[config.mk]
export PLATFORM = sky130hd
export DESIGN_NAME = tltx_port
export DESIGN_NICKNAME = d
export VERILOG_FILES = /design/src/tltx_pkg.sv /design/src/tltx_sync.sv /design/src/tltx_port.sv
export VERILOG_INCLUDE_DIRS = /design/src
export SDC_FILE = /design/constraint.sdc
export NUM_CORES = 1
export LEC_CHECK = 0
export CAP_MARGIN = 20
export CORE_MARGIN = 1
export CORE_UTILIZATION = 59
export DETAILED_ROUTE_END_ITERATION = 12
export DONT_BUFFER_PORTS = 1
export GPL_TIMING_DRIVEN = 0
export PLACE_DENSITY = 0.85
export SYNTH_ARGS = -nofsm -noshare
export SYNTH_HDL_FRONTEND = slang
export SYNTH_SLANG_ARGS = --single-unit
[constraint.sdc]
create_clock -name clk_i -period 2.5 [get_ports clk_i]
set_clock_uncertainty 0.1 [all_clocks]
set_input_delay 0.125 -clock clk_i [delete_from_list [all_inputs] [get_ports clk_i]]
set_output_delay 0.125 -clock clk_i [all_outputs]
set_load 0.02 [all_outputs]
[src/tltx_defs.svh]
// Purpose: Constants for the timing line transmit port control
// Assumes: Included by bare name; definitions only
// Notes:   Field widths and encodings of the control bits
`ifndef TLTX_DEFS_SVH
`define TLTX_DEFS_SVH
`define TLTX_SEL_W        4
`define TLTX_SEL_TIN      4'h0
`define TLTX_SEL_OC8      4'h8
`define TLTX_SEL_OC9      4'h9
`define TLTX_OC_W         9
`define TLTX_MODE_W       2
`define TLTX_SRC_FS       1'h0
`define TLTX_SRC_MFS      1'h1
`define TLTX_SYNC_STAGES  2
`define TLTX_RST_BIT      1'h0
`define TLTX_RST_NRZ      1'h1
`endif

[src/tltx_pkg.sv]
// Purpose: Types for the timing line transmit port control
// Assumes: tltx_defs.svh holds the numbers
// Notes:   Per-transceiver configuration and line outputs
`include "tltx_defs.svh"
package tltx_pkg;
   typedef struct packed {
      logic [`TLTX_SEL_W-1:0]  clock_source_select_field;
      logic [`TLTX_MODE_W-1:0] transmit_mode_field;
      logic                    clock_out_enable_bit;
      logic                    clock_polarity_bit;
      logic                    multipurpose_out_enable_bit;
      logic                    multipurpose_out_source_field;
      logic                    line_driver_on_bit;
      logic                    transmitter_powerdown_bit;
   } tltx_cfg_t;

   typedef struct packed {
      logic pos;
      logic neg;
      logic oe;
   } tltx_line_t;
endpackage

[src/tltx_sync.sv]
// Purpose: Two-flop synchroniser for pin inputs
// Assumes: One clock domain, synchronous active-high reset
// Notes:   First stage read only by the second stage
`timescale 1ns/1ps
`include "tltx_defs.svh"
module tltx_sync #(
   parameter int W = 1
) (
   input  wire logic         clk_i,
   input  wire logic         reset_i,
   input  wire logic [W-1:0] d_i,
   output logic      [W-1:0] q_o
);
   logic [W-1:0] meta_q;
   logic [W-1:0] sync_q;

   always_ff @(posedge clk_i) begin
      if (reset_i) begin
         meta_q <= '0;
         sync_q <= '0;
      end else begin
         meta_q <= d_i;
         sync_q <= meta_q;
      end
   end

   assign q_o = sync_q;
endmodule

[src/tltx_port.sv]
// Purpose: Transmit-side pin control of one timing line transceiver
// Assumes: Selected transmit clock is sampled by clk_i; instantiate twice
// Notes:   Line encoder and receive path live elsewhere
`timescale 1ns/1ps
`include "tltx_defs.svh"
module tltx_port (
   input  wire logic                    clk_i,
   input  wire logic                    reset_i,
   input  wire tltx_pkg::tltx_cfg_t     cfg_i,
   input  wire logic [`TLTX_OC_W-1:0]   output_clocks_i,
   input  wire logic                    tx_multipurpose_in_i,
   input  wire logic                    tx_serial_data_in_i,
   input  wire logic                    line_hiz_pin_i,
   input  wire logic                    frame_sync_i,
   input  wire logic                    multiframe_sync_i,
   input  wire logic                    overhead_from_pin_i,
   input  wire logic                    overhead_slot_i,
   input  wire logic                    overhead_gen_i,
   input  wire logic                    sync_from_pin_i,
   input  wire logic                    line_pos_i,
   input  wire logic                    line_neg_i,
   output logic                         tx_clock_out_o,
   output logic                         tx_clock_out_oe_o,
   output logic                         tx_multipurpose_out_o,
   output logic                         tx_multipurpose_out_oe_o,
   output logic                         nrz_data_o,
   output logic                         nrz_valid_o,
   output logic                         pin_sync_o,
   output tltx_pkg::tltx_line_t         line_o
);
   // Pins and the output clocks are foreign to clk_i
   logic [`TLTX_OC_W+2:0] pins_s;
   logic [`TLTX_OC_W-1:0] oc_s;
   logic                  hiz_s;
   logic                  tin_s;
   logic                  ser_s;
   logic                  mux_clk;
   logic                  clk_prev_q;
   logic                  sample_edge;
   logic                  ds1e1_mode;
   logic                  ser_take;
   logic                  nrz_bit;
   logic                  mp_src;
   logic                  line_en;
   logic                  clk_raw;

   // Every clock pin is synchronised before the mux reads it
   tltx_sync #(.W(`TLTX_OC_W + 3)) u_sync (
      .clk_i   (clk_i),
      .reset_i (reset_i),
      .d_i     ({output_clocks_i, line_hiz_pin_i, tx_multipurpose_in_i,
                 tx_serial_data_in_i}),
      .q_o     (pins_s)
   );
   assign oc_s  = pins_s[`TLTX_OC_W+2:3];
   assign hiz_s = pins_s[2];
   assign tin_s = pins_s[1];
   assign ser_s = pins_s[0];

   // 0000 takes the input pin, 1..7 and 9 the output clocks
   assign clk_raw =
      (cfg_i.clock_source_select_field == `TLTX_SEL_TIN) ?
         tin_s :
      ((cfg_i.clock_source_select_field <= `TLTX_SEL_OC9) &&
       (cfg_i.clock_source_select_field != `TLTX_SEL_OC8)) ?
         oc_s[cfg_i.clock_source_select_field - 4'h1] :
         1'h0;
   // Select changes may glitch the clock; one extra sample at most
   assign mux_clk = clk_raw;

   // rising when polarity clear, falling when set
   assign sample_edge = cfg_i.clock_polarity_bit ?
                        (clk_prev_q & ~mux_clk) :
                        (~clk_prev_q & mux_clk);
   assign ds1e1_mode = ~cfg_i.transmit_mode_field[1];
   // overhead slots use the pin only when so configured
   assign ser_take = ~overhead_slot_i | overhead_from_pin_i;
   // outside DS1/E1 the pin is ignored; idle data is ones
   assign nrz_bit = ds1e1_mode ?
                    (ser_take ? ser_s : overhead_gen_i) :
                    1'h1;
   assign mp_src = (cfg_i.multipurpose_out_source_field == `TLTX_SRC_MFS) ?
                   multiframe_sync_i : frame_sync_i;
   assign line_en = ~hiz_s & cfg_i.line_driver_on_bit &
                    ~cfg_i.transmitter_powerdown_bit;

   always_ff @(posedge clk_i) begin
      if (reset_i) begin
         clk_prev_q <= `TLTX_RST_BIT;
      end else begin
         clk_prev_q <= mux_clk;
      end
   end

   always_ff @(posedge clk_i) begin
      if (reset_i) begin
         tx_clock_out_o    <= `TLTX_RST_BIT;
         tx_clock_out_oe_o <= `TLTX_RST_BIT;
      end else begin
         tx_clock_out_o    <= mux_clk;
         tx_clock_out_oe_o <= cfg_i.clock_out_enable_bit;
      end
   end

   always_ff @(posedge clk_i) begin
      if (reset_i) begin
         tx_multipurpose_out_o    <= `TLTX_RST_BIT;
         tx_multipurpose_out_oe_o <= `TLTX_RST_BIT;
      end else begin
         tx_multipurpose_out_o    <= mp_src;
         tx_multipurpose_out_oe_o <= cfg_i.multipurpose_out_enable_bit;
      end
   end

   always_ff @(posedge clk_i) begin
      if (reset_i) begin
         nrz_data_o  <= `TLTX_RST_NRZ;
         nrz_valid_o <= `TLTX_RST_BIT;
         pin_sync_o  <= `TLTX_RST_BIT;
      end else begin
         nrz_valid_o <= sample_edge;
         if (sample_edge) begin
            nrz_data_o <= nrz_bit;
            // sync from pin only in DS1/E1 and when chosen
            pin_sync_o <= tin_s & ds1e1_mode & sync_from_pin_i;
         end
      end
   end

   // Tristate wins over data: enable and data drop together
   always_ff @(posedge clk_i) begin
      if (reset_i) begin
         line_o <= '0;
      end else begin
         line_o.oe  <= line_en;
         line_o.pos <= line_en & line_pos_i;
         line_o.neg <= line_en & line_neg_i;
      end
   end

   // Assertions: line outputs
   line_hiz_pd_a: assert property (
      @(posedge clk_i) disable iff (reset_i)
      cfg_i.transmitter_powerdown_bit |=> !line_o.oe)
      else $error("line driven while powered down");
   line_drv_off_a: assert property (
      @(posedge clk_i) disable iff (reset_i)
      !cfg_i.line_driver_on_bit |=> !line_o.oe)
      else $error("line driven with driver bit clear");
   line_hiz_pin_a: assert property (
      @(posedge clk_i) disable iff (reset_i)
      hiz_s |=> !line_o.oe)
      else $error("line driven with hiz pin high");
   line_on_ok_a: assert property (
      @(posedge clk_i) disable iff (reset_i)
      (!hiz_s && cfg_i.line_driver_on_bit &&
       !cfg_i.transmitter_powerdown_bit) |=> line_o.oe)
      else $error("line not driven when enabled");
   line_data_a: assert property (
      @(posedge clk_i) disable iff (reset_i)
      line_en |=> (line_o.pos == $past(line_pos_i)) &&
                  (line_o.neg == $past(line_neg_i)))
      else $error("line data not passed through");
   line_quiet_a: assert property (
      @(posedge clk_i) disable iff (reset_i)
      !line_o.oe |-> !line_o.pos && !line_o.neg)
      else $error("line data while tristated");

   // Clock output
   clk_out_en_a: assert property (
      @(posedge clk_i) disable iff (reset_i)
      ##1 tx_clock_out_oe_o == $past(cfg_i.clock_out_enable_bit))
      else $error("clock enable mismatch");
   clk_out_mux_a: assert property (
      @(posedge clk_i) disable iff (reset_i)
      ##1 tx_clock_out_o == $past(mux_clk))
      else $error("clock out not mux");
   tin_route_a: assert property (
      @(posedge clk_i) disable iff (reset_i)
      cfg_i.clock_source_select_field == `TLTX_SEL_TIN |=>
         tx_clock_out_o == $past(tin_s))
      else $error("clock select 0000 not input pin");
   clk_stop_a: assert property (
      @(posedge clk_i) disable iff (reset_i)
      (cfg_i.clock_source_select_field == `TLTX_SEL_OC8 ||
       cfg_i.clock_source_select_field > `TLTX_SEL_OC9) |=> !tx_clock_out_o)
      else $error("unused clock select not stopped");

   // Sync output
   mp_en_a: assert property (
      @(posedge clk_i) disable iff (reset_i)
      ##1 tx_multipurpose_out_oe_o ==
         $past(cfg_i.multipurpose_out_enable_bit))
      else $error("sync output enable mismatch");
   mp_source_a: assert property (
      @(posedge clk_i) disable iff (reset_i)
      cfg_i.multipurpose_out_source_field |=>
         tx_multipurpose_out_o == $past(multiframe_sync_i))
      else $error("multipurpose source wrong");
   mp_frame_a: assert property (
      @(posedge clk_i) disable iff (reset_i)
      !cfg_i.multipurpose_out_source_field |=>
         tx_multipurpose_out_o == $past(frame_sync_i))
      else $error("frame sync not routed");

   // Sampling of serial data and sync
   sample_rise_a: assert property (
      @(posedge clk_i) disable iff (reset_i)
      (!cfg_i.clock_polarity_bit && $rose(mux_clk)) |=> nrz_valid_o)
      else $error("no sample on rising edge");
   sample_fall_a: assert property (
      @(posedge clk_i) disable iff (reset_i)
      (cfg_i.clock_polarity_bit && $fell(mux_clk)) |=> nrz_valid_o)
      else $error("no sample on falling edge");
   sample_idle_a: assert property (
      @(posedge clk_i) disable iff (reset_i)
      !$changed(mux_clk) |=> !nrz_valid_o)
      else $error("sample without clock edge");
   nrz_take_a: assert property (
      @(posedge clk_i) disable iff (reset_i)
      (sample_edge && ds1e1_mode && ser_take) |=> nrz_data_o == $past(ser_s))
      else $error("serial data not taken");
   oh_gen_a: assert property (
      @(posedge clk_i) disable iff (reset_i)
      (sample_edge && ds1e1_mode && !ser_take) |=>
         nrz_data_o == $past(overhead_gen_i))
      else $error("generated overhead not used");
   nrz_ignore_a: assert property (
      @(posedge clk_i) disable iff (reset_i)
      (sample_edge && !ds1e1_mode) |=> nrz_data_o)
      else $error("serial input used outside DS1/E1");
   sync_mode_a: assert property (
      @(posedge clk_i) disable iff (reset_i)
      (sample_edge && !ds1e1_mode) |=> !pin_sync_o)
      else $error("pin sync taken outside DS1/E1");
endmodule

==> metrics.md <==
| Metric | Value |
|---|---|
| Fraction of layout cells with a size suffix above 1 | 0.134 |
| Mapped cell area | between 0.001 and 0.0015 mm2 |
| Initial Util | 0.641 |
| Routed len/inst | between 10 and 15 um |
| Die Span Y | roughly 50 um |
| CTS resizes | 0 |
| PD cells | approximately 640 mW/mm2 |
| CTS Root Cell | clkbuf_4 |
| Via Count | around 890 |
| Setup_tns | 0 ns |
| CP peak stage delay | 0.31 ns |
| Non-filler cells, final | approximately 180 |
| I/O Buffers | 0 |
| Residual DRC | 0 |
| Pre-CTS WS | between 0.4 and 0.5 ns |
| Row count | 16 |
| Clk slew on worst S/H paths | ~0.090 ns |
| Post-detailed-route count of antenna-violating nets | 0 |
| Gr ovfl total | 0 |
| Largest net degree at the start of global routing | 11 |
| Fmax | roughly 0.59 GHz |
| Clock sinks | 34 |
| Yosys warnings | 0 |
| Die W | 48.6 um |
| DRT Wirelength | around 2.2 mm |
| WP buf/inv | 0 |
| Final worst-path setup slack | around 0.80 ns |
| Routability congestion estimate | about 0.79 |
| Worst slew pin tran | about 0.42 ns |
| Fillers | between 100 and 150 |
| CP Data Required Time | ~2.7 ns |
| Placed wire-length estimate | between 1 and 1.5 mm |
| Cts bufs inserted | 5 |
| Slew margin rel. | 0.720 |
| CTS H-tree lvls | 2 |
| Antenna violations before repair | 0 |
| Sequential fraction of the synthesis area | 0.530 |
| CP top delay family | compound AO/OA/AOI/OAI gates |
| Synth Area per Inst | between 10 and 15 um2 |
| Startpoint types | flip-flop |
| Peak VDD IR | a little over 600 uV |
| CP Capture Type | flip-flop |
| Cells after DPL | 146 |
| Clk_lat worst skew | approximately 0.32 ns |
| Critical Path AT | approximately 1.9 ns |
| I/O Pins | 44 |
| DIE AREA | about 0.0024 mm2 |
| Final setup viols | 0 |
| Max-cap violations | 0 |
| Global-route wire length before repair | between 3 and 4 mm |
| Run status | finished, final reports clean |
| Final Max Tran Viols | 0 |
| Mapped Cells | 119 |
| DR vias/cell | about 5.1 |
| Post-Synthesis Net Count | 155 |
| Clock buffer depth | 2 |
| CP cell instances | mux2_4 > o21ai_0 > a21oi_2 > o21ai_4 > mux2i_1 > o211a_1 |
| GRT Overall Usage | 0.221 |
| Multi-input logic area | ~560 um2 |
| Net count reported at finish | 184 |
| CTS tree | done |
| Crit-path max FO | 7 |
| Initial DRT Pass Iterations | 4 |
| Distinct cell type count after synthesis | 33 |
| Final Hold Fails | 0 |
| Tcrit/Tclk final | 0.679 |
| Core Area | 0.00200 mm2 |
| Critical Path Slowest Stage Cell | dfxtp_1 |
| Leak | around 0.68 nW |
| Worst hold path class | in -> reg |
| Design Power | a little over 1 mW |
| RSZ-0062 raised after global routing | no |
| WS Path Type | reg -> reg |
| #FFs+latches synth | 34 |
| DRT iter0 DRCs | 8 |
| Tmin final | approximately 1.7 ns |
| FF/Latch Area | slightly below 700 um2 |
| Ant diodes | 0 |
| Synth-to-Final Area Change | 24.5% |
| Vias in the first global route | 900 |
synthesized netlist by cell type (all sizes together):
cell type	n	area share
dfxtp	34	0.53
nor2b	27	0.13
nor2	8	0.023
inv	5	0.015
mux2i	5	0.039
nand2	4	0.012
clkbuf	3	0.0088
mux2	3	0.032
nand3	3	0.012
o21ai	3	0.020
a21oi	2	0.011
and2	2	0.0097
and3	2	0.011
ha	2	0.019
o211ai	2	0.016
o32a	2	0.018
a22oi	1	0.0059
and2b	1	0.0068
buf	1	0.0088
nand2b	1	0.0049
nor3b	1	0.0059
nor4b	1	0.0068
o211a	1	0.0078
o21bai	1	0.015
o221ai	1	0.012
o2bb2ai	1	0.0068
o31ai	1	0.0059
xor2	1	0.0068
layout by cell type, fill, tap and decap left out, types with 2 or more instances in the layout:
master / count
nor2_1: 8
mux2_4: 2
dlygate4sd3_1: 22
clkbuf_1: 4
clkbuf_4: 5
ha_1: 2
nand3_1: 3
dfxtp_1: 34
o32a_2: 2
nor2b_1: 27
inv_1: 5
mux2i_1: 5
nand2_1: 4
and2_1: 2
o21ai_0: 2
per-layer routing:
layer / routed length [um] / GRT usage / up-vias
met5: 0 / 0 / -
met4: 70 / 0.127 / 0
met2: 1140 / 0.389 / 34
met1: 850 / 0.204 / 397
li1: - / - / 453
met3: 121 / 0.110 / 8
cell type report:
cell class / count / area share
Multi-Input combinational cell: 76 / 0.352
Clock inverter: 1 / 0.00313
Buffer: 4 / 0.0141
Tap cell: 27 / 0.0211
Timing Repair Buffer: 22 / 0.138
Clock buffer: 7 / 0.0345
Sequential cell: 34 / 0.426
Inverter: 5 / 0.0117
metrics by stage:
step / cell area (um2) / hold slack [ns] / util
global route: 1600 / 0.0213 / 0.798
global placement: 1320 / 0.121 / 0.658
detailed placement: 1320 / 0.125 / 0.658
floorplan: 1280 / 0.117 / -
CTS: 1600 / 0.00227 / 0.798
finish: 1600 / 0.0294 / 0.798
what timing repair did:
action,in CTS,in global routing
hold buffers,22,0
hold endpoints to repair,20,0
setup buffers,0,0
power by group:
part | internal (mW) | switching, mW
Sequential | 0.571 | 0.0250
Combinational | 0.0719 | 0.0525
Clock | 0.136 | 0.165
worst paths after layout:
kind / start / endpoint / slack (ns) / cells after the start
setup / recovery: u_sync.q_o[10] / pin_sync_o / 0.80 / 6
hold / removal: overhead_gen_i / nrz_data_o / 0.03 / 4
setup reg to reg: u_sync.q_o[10] / pin_sync_o / 0.80 / 6
hold reg to reg: u_sync.meta_q[6] / u_sync.q_o[6] / 0.34 / 1
logic make-up after synthesis:
logic type | share of synthesized area
XOR/XNOR | 0.00682
AND/OR/NAND/NOR | 0.223
multiplexers | 0.0712
AO/OA/AOI/OAI | 0.117
buffers and inverters | 0.0322
adder cells (fa/ha/maj) | 0.0195
flip-flops | 0.530
worst reg2reg max path, delay by kind of cell, from the launching register on:
family	cells	cell delay [ns]
AOI/OAI and AO/OA	4	0.70
muxes	2	0.53
DFF	1	0.31
Note: power is estimated with default switching activity, not from simulation.
